File: src/rtl/ubt_pkg.sv
// Purpose: Shared constants and types for the serial base clock and transmitter
// Assumes: Byte-wide register port, one clock domain
// Notes: Register offsets, fields and reset values live here, except the buffer reset value set in ubt_top
`default_nettype none

package ubt_pkg;

  localparam logic [15:0] ADDR_CLK_SEL = 16'hff56;
  localparam logic [15:0] ADDR_MODE = 16'hff50;
  localparam logic [15:0] ADDR_TXB = 16'hff51;
  localparam logic [15:0] ADDR_DIV = 16'hff52;
  localparam logic [15:0] ADDR_STAT = 16'hff53;
  localparam logic [15:0] ADDR_MASK = 16'hff54;

  localparam logic [3:0] CLK_SEL_RST = 4'h0;
  localparam logic [7:0] MODE_RST = 8'h00;
  localparam logic [7:0] DIV_RST = 8'h00;
  localparam logic [1:0] MASK_RST = 2'h0;
  localparam logic [1:0] STAT_RST = 2'h0;

  localparam logic [3:0] SEL_DIV_MAX = 4'ha;
  localparam logic [3:0] SEL_TIMER = 4'hb;
  localparam int DIV_CNT_W = 10;

  localparam int STAT_DONE_BIT = 0;
  localparam int STAT_OVR_BIT = 1;
  localparam int STAT_BUSY_BIT = 7;
  localparam logic [2:0] LAST_DATA_IDX = 3'h7;

  typedef enum logic [1:0] {
    PAR_NONE = 2'h0,
    PAR_ZERO = 2'h1,
    PAR_ODD = 2'h2,
    PAR_EVEN = 2'h3
  } ubt_parity_type;

  // Mode register: bit 7 power, bit 6 transmit enable, bits 4:3 parity, bit 2 two stop bits
  typedef struct packed {
    logic power;
    logic txe;
    logic rsvd_hi;
    ubt_parity_type parity;
    logic stop2;
    logic [1:0] rsvd_lo;
  } ubt_mode_type;

  typedef struct packed {
    logic [15:0] addr;
    logic [7:0] wdata;
    logic wr;
    logic rd;
  } ubt_bus_type;

  typedef enum logic [4:0] {
    ST_IDLE = 5'h01,
    ST_START = 5'h02,
    ST_DATA = 5'h04,
    ST_PARITY = 5'h08,
    ST_STOP = 5'h10
  } ubt_state_type;

endpackage

`default_nettype wire

File: src/rtl/ubt_baseclk.sv
// Purpose: Base clock tick generator for the serial transmitter
// Assumes: Timer output is synchronous to clk
// Notes: Produces a one-cycle enable at the selected base clock rate
`timescale 1ns/10ps
`default_nettype none

module ubt_baseclk (
  input wire logic clk,
  input wire logic rst_n,
  input wire logic [3:0] sel,
  input wire logic timer_out,
  output logic tick
);
  import ubt_pkg::*;

  logic [DIV_CNT_W-1:0] div_cnt;
  logic timer_q;

  function automatic logic [DIV_CNT_W-1:0] div_mask(input logic [3:0] code);
    logic [DIV_CNT_W:0] one_hot;
    one_hot = (DIV_CNT_W + 1)'(1) << code;
    return DIV_CNT_W'(one_hot - (DIV_CNT_W + 1)'(1));
  endfunction

  // Free-running prescaler of the peripheral clock
  always_ff @(posedge clk or negedge rst_n) begin
    if (!rst_n) begin
      div_cnt <= '0;
    end else begin
      div_cnt <= div_cnt + DIV_CNT_W'(1);
    end
  end

  // Timer output taken straight from the timer, not from its pin
  always_ff @(posedge clk or negedge rst_n) begin
    if (!rst_n) begin
      timer_q <= 1'b0;
    end else begin
      timer_q <= timer_out;
    end
  end

  always_comb begin
    if (sel <= SEL_DIV_MAX) begin
      tick = ((div_cnt & div_mask(sel)) == div_mask(sel));
    end else if (sel == SEL_TIMER) begin
      tick = timer_out & ~timer_q;
    end else begin
      tick = 1'b0;
    end
  end
endmodule

`default_nettype wire

File: src/rtl/ubt_top.sv
// Purpose: Serial transmitter with base clock select and register port
// Assumes: Bus strobes are one cycle, never both at once
// Notes: Read data stands only in the cycle after the read strobe
//
// The implementer's own choice: the address-and-strobe port.
`timescale 1ns/10ps
`default_nettype none

module ubt_top (
  input wire logic CLK,
  input wire logic RST_N,
  input wire ubt_pkg::ubt_bus_type BUS,
  output logic [7:0] RDATA,
  input wire logic AUX_TIMER_OUT,
  output logic TXD,
  output logic TX_BUSY,
  output logic IRQ
);
  import ubt_pkg::*;

  logic [3:0] clk_sel;
  ubt_mode_type mode;
  logic [7:0] divisor;
  logic [7:0] txb;
  logic [1:0] sts;
  logic [1:0] next_sts;
  logic [1:0] mask;
  logic tx_en;
  logic tick;
  logic [7:0] bit_cnt;
  logic bit_end;
  ubt_state_type state;
  logic [7:0] shifter;
  logic [2:0] idx;
  logic par_bit;
  logic stop_two;
  logic stop_left;
  logic par_on;
  logic frame_end;
  logic wr_sel;
  logic wr_mode;
  logic wr_txb;
  logic wr_div;
  logic wr_stat;
  logic wr_mask;
  logic load;
  logic overrun;
  ubt_mode_type wmode;

  function automatic logic calc_parity(input ubt_parity_type p, input logic [7:0] d);
    case (p)
      PAR_ZERO: return 1'b0;
      PAR_ODD: return ~(^d);
      PAR_EVEN: return ^d;
      default: return 1'b0;
    endcase
  endfunction

  assign wmode = ubt_mode_type'(BUS.wdata);
  assign wr_sel = BUS.wr && BUS.addr == ADDR_CLK_SEL;
  assign wr_mode = BUS.wr && BUS.addr == ADDR_MODE;
  assign wr_txb = BUS.wr && BUS.addr == ADDR_TXB;
  assign wr_div = BUS.wr && BUS.addr == ADDR_DIV;
  assign wr_stat = BUS.wr && BUS.addr == ADDR_STAT;
  assign wr_mask = BUS.wr && BUS.addr == ADDR_MASK;

  // A buffer write starts a frame only when enabled and idle
  assign load = wr_txb && tx_en && state == ST_IDLE;
  assign overrun = wr_txb && tx_en && state != ST_IDLE;

  ubt_baseclk u_baseclk (
    .clk(CLK),
    .rst_n(RST_N),
    .sel(clk_sel),
    .timer_out(AUX_TIMER_OUT),
    .tick(tick)
  );

  // Base clock select, upper bits not stored
  always_ff @(posedge CLK or negedge RST_N) begin
    if (!RST_N) begin
      clk_sel <= CLK_SEL_RST;
    end else if (wr_sel) begin
      clk_sel <= BUS.wdata[3:0];
    end
  end

  // Mode register, reserved bits kept at zero
  always_ff @(posedge CLK or negedge RST_N) begin
    if (!RST_N) begin
      mode <= ubt_mode_type'(MODE_RST);
    end else if (wr_mode) begin
      mode <= '{power: wmode.power, txe: wmode.txe, rsvd_hi: 1'b0,
                parity: wmode.parity, stop2: wmode.stop2, rsvd_lo: 2'h0};
    end
  end

  // Enable needs power already set before transmit enable is written
  always_ff @(posedge CLK or negedge RST_N) begin
    if (!RST_N) begin
      tx_en <= 1'b0;
    end else if (wr_mode) begin
      tx_en <= wmode.power & wmode.txe & mode.power;
    end
  end

  always_ff @(posedge CLK or negedge RST_N) begin
    if (!RST_N) begin
      divisor <= DIV_RST;
    end else if (wr_div) begin
      divisor <= BUS.wdata;
    end
  end

  always_ff @(posedge CLK or negedge RST_N) begin
    if (!RST_N) begin
      mask <= MASK_RST;
    end else if (wr_mask) begin
      mask <= BUS.wdata[1:0];
    end
  end

  // Buffer holds the last accepted byte
  always_ff @(posedge CLK or negedge RST_N) begin
    if (!RST_N) begin
      txb <= 8'h00;
    end else if (load) begin
      txb <= BUS.wdata;
    end
  end

  // Bit timer: each bit lasts divisor plus one base ticks
  assign bit_end = tick && bit_cnt == divisor;

  always_ff @(posedge CLK or negedge RST_N) begin
    if (!RST_N) begin
      bit_cnt <= 8'h00;
    end else if (load || state == ST_IDLE) begin
      bit_cnt <= 8'h00;
    end else if (bit_end) begin
      bit_cnt <= 8'h00;
    end else if (tick) begin
      bit_cnt <= bit_cnt + 8'h01;
    end
  end

  assign frame_end = state == ST_STOP && bit_end && !stop_left;

  // Frame sequencer
  always_ff @(posedge CLK or negedge RST_N) begin
    if (!RST_N) begin
      state <= ST_IDLE;
      TXD <= 1'b1;
      shifter <= 8'h00;
      idx <= 3'h0;
      par_bit <= 1'b0;
      stop_two <= 1'b0;
      stop_left <= 1'b0;
      par_on <= 1'b0;
    end else if (!tx_en) begin
      state <= ST_IDLE;
      TXD <= 1'b1;
    end else begin
      case (state)
        ST_IDLE: begin
          TXD <= 1'b1;
          if (load) begin
            state <= ST_START;
            shifter <= BUS.wdata;
            par_bit <= calc_parity(mode.parity, BUS.wdata);
            stop_two <= mode.stop2;
            par_on <= mode.parity != PAR_NONE;
            TXD <= 1'b0;
          end
        end
        ST_START: begin
          if (bit_end) begin
            state <= ST_DATA;
            idx <= 3'h0;
            TXD <= shifter[0];
            shifter <= {1'b0, shifter[7:1]};
          end
        end
        ST_DATA: begin
          if (bit_end) begin
            if (idx == LAST_DATA_IDX) begin
              if (par_on) begin
                state <= ST_PARITY;
                TXD <= par_bit;
              end else begin
                state <= ST_STOP;
                TXD <= 1'b1;
                stop_left <= stop_two;
              end
            end else begin
              idx <= idx + 3'h1;
              TXD <= shifter[0];
              shifter <= {1'b0, shifter[7:1]};
            end
          end
        end
        ST_PARITY: begin
          if (bit_end) begin
            state <= ST_STOP;
            TXD <= 1'b1;
            stop_left <= stop_two;
          end
        end
        ST_STOP: begin
          if (bit_end) begin
            if (stop_left) begin
              stop_left <= 1'b0;
            end else begin
              state <= ST_IDLE;
              TXD <= 1'b1;
            end
          end
        end
        default: begin
          state <= ST_IDLE;
          TXD <= 1'b1;
        end
      endcase
    end
  end

  always_ff @(posedge CLK or negedge RST_N) begin
    if (!RST_N) begin
      TX_BUSY <= 1'b0;
    end else begin
      TX_BUSY <= load || (tx_en && state != ST_IDLE && !frame_end);
    end
  end

  // Sticky events, a set beats a write-one clear in the same cycle
  always_comb begin
    next_sts = sts;
    if (wr_stat) begin
      next_sts = sts & ~BUS.wdata[1:0];
    end
    if (frame_end) begin
      next_sts[STAT_DONE_BIT] = 1'b1;
    end
    if (overrun) begin
      next_sts[STAT_OVR_BIT] = 1'b1;
    end
  end

  always_ff @(posedge CLK or negedge RST_N) begin
    if (!RST_N) begin
      sts <= STAT_RST;
    end else begin
      sts <= next_sts;
    end
  end

  always_ff @(posedge CLK or negedge RST_N) begin
    if (!RST_N) begin
      IRQ <= 1'b0;
    end else begin
      IRQ <= |(next_sts & mask);
    end
  end

  // Read data only in the cycle after the strobe
  always_ff @(posedge CLK or negedge RST_N) begin
    if (!RST_N) begin
      RDATA <= 8'h00;
    end else if (BUS.rd) begin
      case (BUS.addr)
        ADDR_CLK_SEL: RDATA <= {4'h0, clk_sel};
        ADDR_MODE: RDATA <= mode;
        ADDR_TXB: RDATA <= txb;
        ADDR_DIV: RDATA <= divisor;
        ADDR_STAT: RDATA <= {TX_BUSY, 5'h00, sts};
        ADDR_MASK: RDATA <= {6'h00, mask};
        default: RDATA <= 8'h00;
      endcase
    end else begin
      RDATA <= 8'h00;
    end
  end
endmodule

`default_nettype wire

File: config.mk
export PLATFORM = sky130hd
export DESIGN_NAME = ubt_top
export DESIGN_NICKNAME = d
export VERILOG_FILES = /design/src/rtl/ubt_pkg.sv /design/src/rtl/ubt_baseclk.sv /design/src/rtl/ubt_top.sv
export SDC_FILE = /design/constraint.sdc
export NUM_CORES = 1
export LEC_CHECK = 0
export ABC_AREA = 0
export BUFFER_PORTS_ARGS = -buffer_cell sky130_fd_sc_hd__buf_4
export CORE_MARGIN = 2
export CORE_UTILIZATION = 50
export CTS_CLUSTER_DIAMETER = 30
export CTS_CLUSTER_SIZE = 20
export DETAILED_ROUTE_END_ITERATION = 8
export PLACE_DENSITY = 0.81
export SYNTH_ARGS = -nofsm -noshare
export SYNTH_HDL_FRONTEND = slang
export SYNTH_SLANG_ARGS = --single-unit
File: constraint.sdc
create_clock -name CLK -period 3.4 [get_ports CLK]
set_input_delay 0.51 -clock CLK [delete_from_list [all_inputs] [get_ports CLK]]
set_output_delay 0.51 -clock CLK [all_outputs]
set_load 0.1 [all_outputs]
# After elaboration in Yosys (flattened, before gate mapping)
# Cells that the tools add are included.
# totals
regBits	80
# classes
muxes	46
shifts	1
bitwise	9
n_lt_le_gt_ge	1
n_addsub	4
n_reduce_logical	31
eq_ne	33
# op_table
cell	n
16-bit == test (second input constant)	6
8-bit two-way mux	8
8-bit one-hot mux with 6 select lines	1
5-bit two-way mux	9
5-bit one-hot mux with 5 select lines	1
8-bit one-hot mux with 3 select lines	1
3-bit inequality test (second input constant)	7
1-bit two-way mux	18
2-bit inequality test (second input constant)	8
1-bit logical AND	14
7-bit AND reduction	2
10-bit by 1-bit adder with 10-bit output (second input constant)	1
10-bit bitwise AND	1
10-bit == test	1
5-bit AND reduction	2
1-bit by 4-bit left shift with 10-bit output (first input constant)	1
10-bit by 1-bit subtractor with 10-bit output (second input constant)	1
3-bit two-way mux	3
3-bit nonzero test	3
8-bit by 1-bit adder with 8-bit output (second input constant)	1
8-bit == test	1
8-bit XOR reduction	1
3-bit one-hot mux with 2 select lines	1
6-bit AND reduction	1
24 further kinds	32

# Longest topological paths before layout
# logic_depth
ltp_word	11
depth_mapped	14

# Hierarchy
# A second synthesis with hierarchy kept.
# unflattened
cells_unflattened	429
hier_area_um2	4362.9
# modules_own_cells
module	cells_each	n_inst	area_each_um2
ubt_top	356	1	3669.8
ubt_baseclk	73	1	693.2

# Least setup slack after synthesis
# No wires, ideal clock.
# synth_path
path_type	register to register
from	register clk_sel[1]
to	register shifter[2]
arrival_time_ns	2.827
n_path_buf	4
period_less_slack_ns	2.905
stages_incl_launch_ff	14
required_ns	3.322
slack_ns	0.495
cell_sequence	dfrtp_1 > clkbuf_1 > buf_2 > nor2_1 > nand2_1 > ha_1 > clkbuf_1 > or4b_2 > nand4_1 > nor4b_2 > o2111ai_1 > clkbuf_1 > o22ai_1 > a21oi_1
# synth_between
elab_chain_cells	8
elab_cells_between_ends	12
classes_between	add/sub: 1; order compare: 1; eq/ne: 4; shift: 1; mux: 2; bitwise: 1; reduce/logical: 2
# synth_rtl
item	line	rtl
start: declaration	ubt_top.sv:21	logic [3:0] clk_sel;
start signal: assignment	ubt_top.sv:84	clk_sel <= BUS.wdata[3:0];
1-bit by 4-bit left shift with 10-bit output	ubt_baseclk.sv:21	one_hot = (DIV_CNT_W + 1)'(1) << code;
10-bit by 1-bit subtractor with 10-bit output	ubt_baseclk.sv:22	return DIV_CNT_W'(one_hot - (DIV_CNT_W + 1)'(1));
10-bit bitwise AND	ubt_baseclk.sv:45	tick = ((div_cnt & div_mask(sel)) == div_mask(sel));
10-bit == test	ubt_baseclk.sv:45	
1-bit two-way mux *	ubt_baseclk.sv:44	if (sel <= SEL_DIV_MAX) begin
1-bit logical AND *	ubt_top.sv:133	assign bit_end = tick && bit_cnt == divisor;
2-bit inequality test (no source line)	-	
6-bit AND reduction (no source line) *	-	
end signal: assignment	ubt_top.sv:169	shifter <= BUS.wdata;
end signal: assignment	ubt_top.sv:181	shifter <= {1'b0, shifter[7:1]};
end signal: assignment	ubt_top.sv:198	shifter <= {1'b0, shifter[7:1]};
end: declaration	ubt_top.sv:33	logic [7:0] shifter;
# Every way passes the cells marked *; elsewhere a longest branch is shown, timed or not.
# A chain may end at the register's enable or synchronous reset.

# Worst setup path in the final report
# layout_path
from	register clk_sel[3]
to	register bit_cnt[5]
# layout_between
elab_chain_cells	8
elab_cells_between_ends	12
classes_between	add/sub: 1; order compare: 1; eq/ne: 2; shift: 1; mux: 4; bitwise: 1; reduce/logical: 2
# layout_rtl
item	line	rtl
1-bit by 4-bit left shift with 10-bit output	ubt_baseclk.sv:21	
10-bit by 1-bit subtractor with 10-bit output	ubt_baseclk.sv:22	
10-bit bitwise AND	ubt_baseclk.sv:45	
10-bit == test	ubt_baseclk.sv:45	
1-bit two-way mux *	ubt_baseclk.sv:44	
1-bit logical AND	ubt_top.sv:133	
8-bit two-way mux	ubt_top.sv:140	end else if (bit_end) begin
8-bit two-way mux	ubt_top.sv:138	end else if (load || state == ST_IDLE) begin
end signal: assignment	ubt_top.sv:143	bit_cnt <= bit_cnt + 8'h01;
end: declaration	ubt_top.sv:30	logic [7:0] bit_cnt;
# Marks and branches as above.

==> reports/qor.csv <==
stage,metric,value,unit
outcome,status,finished clean,
setup_path,Critical Path AT,3310,ps
layout,multi-input logic area,0.002111,mm^2
logic_synthesis,sequential-to-total area share from yosys stat,0.4717,
setup_path,reg2reg start,clk_sel[3]$_DFFE_PN0P_,
place,Post-DP HPWL,6760,um
cts,H-tree levels,3,
cts,cts bufs inserted,9,
layout,register area,0.002004,mm^2
setup_path,CP Launch Type,flip-flop,
worst_hold_path,Hold Path Depth,1,
detailed_routing,via/cell ratio,6.021,
timing,crit share post-route,0.8884,
logic_synthesis,Yosys reg bits,80,
floorplan,num rows,33,
setup_path,Worst Path Max Fanout,11,
worst_hold_path,Hold Startpoint,AUX_TIMER_OUT,
logic_synthesis,Post-synth EDFFs,0,
global_routing,Top Usage Layer GRT,met2,
place,Inst Count DP,545,
setup_path,RR Endpoint,bit_cnt[5]$_DFFE_PN0P_,
logic_synthesis,Synth Flop Type,dfrtp_1,
cts,clock sink total,80,
logic_synthesis,largest area contributor in the netlist,dfrtp_1,
setup_path,kind of critical path,reg2reg,
pwr,Peak VDD IR,0.0002765,V
layout,share of layout cells above drive strength 1,0.2522,
worst_hold_path,Hold Crit Class,in2reg,
timing,final worst setup slack,379.6,ps
detailed_routing,Routed Antenna Nets,0,
floorplan,die area,0.009252,mm^2
cts,root buffer cell,clkbuf_8,
global_routing,"Remaining Overflow, GRT",0,
layout,"non-filler cells, final",561,
logic_synthesis,Syn Area/Cell,10.49,um^2
timing,normalized max-slew margin,0.3426,
detailed_routing,Vias,3378,
detailed_routing,Starting DRT DRC Count,266,
pwr,Leak Pwr,2.278,nW
place,post-place setup slack,305.6,ps
place,gpl congestion,0.8915,
logic_synthesis,Syn Inst Count,405,
global_routing,met1 track demand over resource,0.3066,
layout,"commonest non-fill, non-tap cell in the layout",dfrtp_1,
logic_synthesis,Synth Cell Area,0.004249,mm^2
pwr,PD cells,357.9,mW/mm^2
timing,Fin Setup TNS,0,ps
logic_synthesis,area share of the largest cell type after synthesis,0.4594,
global_routing,first-pass GRT wire length,15660,um
layout,number of fillers in the final layout,658,
detailed_routing,routed wire length,9603,um
global_routing,initial antenna violation count,0,
setup_path,Worst R2R Path Depth,11,
timing,final setup fails,0,
layout,Total Nets Final,486,
timing,Final Hold Fails,0,
setup_path,Worst setup EP type,flip-flop,
cts,clock-pin slew of the registers on the worst-case setup and hold paths,90,ps
timing,fin. max-slew vios,0,
logic_synthesis,Synth cell types,65,
floorplan,core area,0.008217,mm^2
timing,Tmin final,3020,ps
floorplan,I/O Pins,40,
logic_synthesis,yosys warns,0,
setup_path,R2R Setup Slk,380,ps
logic_synthesis,"top cells by area, synth","dfrtp_1 (46%), mux2_2 (6.1%), xnor2_1 (5.2%)",
cts,CTS-repair resized insts,0,
layout,Layout area overhead,15.05,%
place,Buffers on Ports,39,
global_routing,met2 GRT Util,0.3495,
global_routing,met3 Usage GRT,0.02741,
cts,Setup Buffers After CTS,0,
timing,Fmax achieved,331.1,MHz
cts,latest clock arrival within the worst-skew pair,360,ps
global_routing,GRT Resource Usage Total,0.2233,
setup_path,CP required,3690,ps
cts,"Hold-fix buffers, CTS",0,
logic_synthesis,Synthesized Nets,440,
layout,antenna fix cells,0,
detailed_routing,DRC viols,0,
cts,CTS tree,yes,
timing,Clock Skew,10.03,ps
job,max-cap violation count,0,
timing,RSZ-0062 raised after global routing,false,
floorplan,die height,96.19,um
detailed_routing,Wirelength per Cell,17.12,um
cts,maximum buffer depth of the clock tree,2,
logic_synthesis,Post-synth ARST share,1.000,
timing,worst slew pin tran,986.1,ps
global_routing,vias in the first global route,3133,
worst_hold_path,end of the worst hold path,u_baseclk.timer_q$_DFF_PN0_,
floorplan,Initial Util,0.5171,
global_routing,largest net degree at the start of global routing,81,
floorplan,die span in x,96.19,um
layout,"commonest cells after routing, fill and taps aside","dfrtp_1 (78), buf_4 (52), nor2_1 (27)",
detailed_routing,DRT Pass-1 Iters,5,
worst max-delay path by stage:
stage,from,to,slack (ps),cells past startpoint
global placement,BUS[13],txb[5]$_DFFE_PN0P_,350,7
floorplan,clk_sel[1]$_DFFE_PN0P_,shifter[2]$_DFFE_PN0P_,500,13
detailed placement,BUS[13],txb[6]$_DFFE_PN0P_,310,7
CTS,clk_sel[3]$_DFFE_PN0P_,bit_cnt[5]$_DFFE_PN0P_,400,11
finish,clk_sel[3]$_DFFE_PN0P_,bit_cnt[5]$_DFFE_PN0P_,380,11
global route,clk_sel[3]$_DFFE_PN0P_,bit_cnt[5]$_DFFE_PN0P_,140,11
critical path, cell delays in order, from the launching register on:
cell,delay [ps]
dfrtp_1,390
nor2_1,200
nand3b_1,110
ha_1,300
nor4b_1,190
a31oi_1,190
o21bai_1,100
nor4b_2,570
buf_4,230
o21ai_0,80
or3b_2,450
a21oi_1,140
cells by family (layout without fill, tap and decap cells):
group | after synthesis | count (layout) | share of synthesized area
AO/OA/AOI/OAI | 88 | 88 | 0.1422
XOR/XNOR | 26 | 26 | 0.05359
adder cells (fa/ha/maj) | 6 | 6 | 0.01767
buffers and inverters | 31 | 82 | 0.03151
flip-flops | 80 | 80 | 0.4717
multiplexers | 36 | 36 | 0.1010
AND/OR/NAND/NOR | 138 | 138 | 0.1823
where the power goes:
part           internal, mW  switching [mW]
Clock                 0.347           0.369
Sequential            0.951        0.000312
Combinational        0.0354          0.0466
sequential cells by signal, summed over array words and instances (netlist names), 3 cells and up:
register,count
RDATA,8
bit_cnt,8
clk_sel,4
divisor,8
idx,3
mode,5
shifter,8
state,5
txb,8
u_baseclk.div_cnt,10
synth_stat cells (2+ instances only):
cell and count:
xnor2_1 25, nand2_1 25, nor3_1 9, nor4_1 3
or3b_2 3, nand4b_1 2, dfstp_2 2, nor4b_2 2
o22ai_1 9, o211a_1 2, a222oi_1 4, a22oi_1 5
a22o_1 6, o21ai_0 13, nor3b_1 3, mux2i_1 5
nor2b_1 5, mux2_2 23, o31ai_1 4, nor2_1 27
a21oi_1 21, a21o_1 2, nand3b_1 2, a221oi_1 3
buf_2 5, nand2b_1 5, mux2_4 8, a31oi_1 3
clkbuf_1 10, dfrtp_1 78, or3_1 4, ha_1 6
nand4_1 6, inv_1 14, or4_1 2, nand3_1 21
o21ba_2 2, o21a_1 2, and3_1 8
layer usage:
| layer | part of all wire | vias to the layer above |
|---|---|---|
| met4 | 0.031 | 0 |
| met3 | 0.040 | 26 |
| met5 | 0 | - |
| met1 | 0.44 | 1655 |
| li1 | - | 1588 |
| met2 | 0.49 | 109 |
area by class of cell:
class / count / area share
Clock inverter: 7 / 0.01536
Clock buffer: 9 / 0.02534
Multi-Input combinational cell: 294 / 0.4318
Sequential cell: 80 / 0.4100
Inverter: 14 / 0.01075
Timing Repair Buffer: 52 / 0.07986
Tap cell: 105 / 0.02687
per-stage QoR:
step	cell area [um^2]	util	power [mW]	hold slack, ps
floorplan	4249	-	0.9954	214.4
finish	4888	0.5949	1.750	259.6
global placement	4690	0.5707	1.051	464.2
CTS	4888	0.5949	1.764	249.6
global route	4888	0.5949	1.807	247.5
detailed placement	4690	0.5707	1.053	471.2
(Power assumes the default switching activity.)
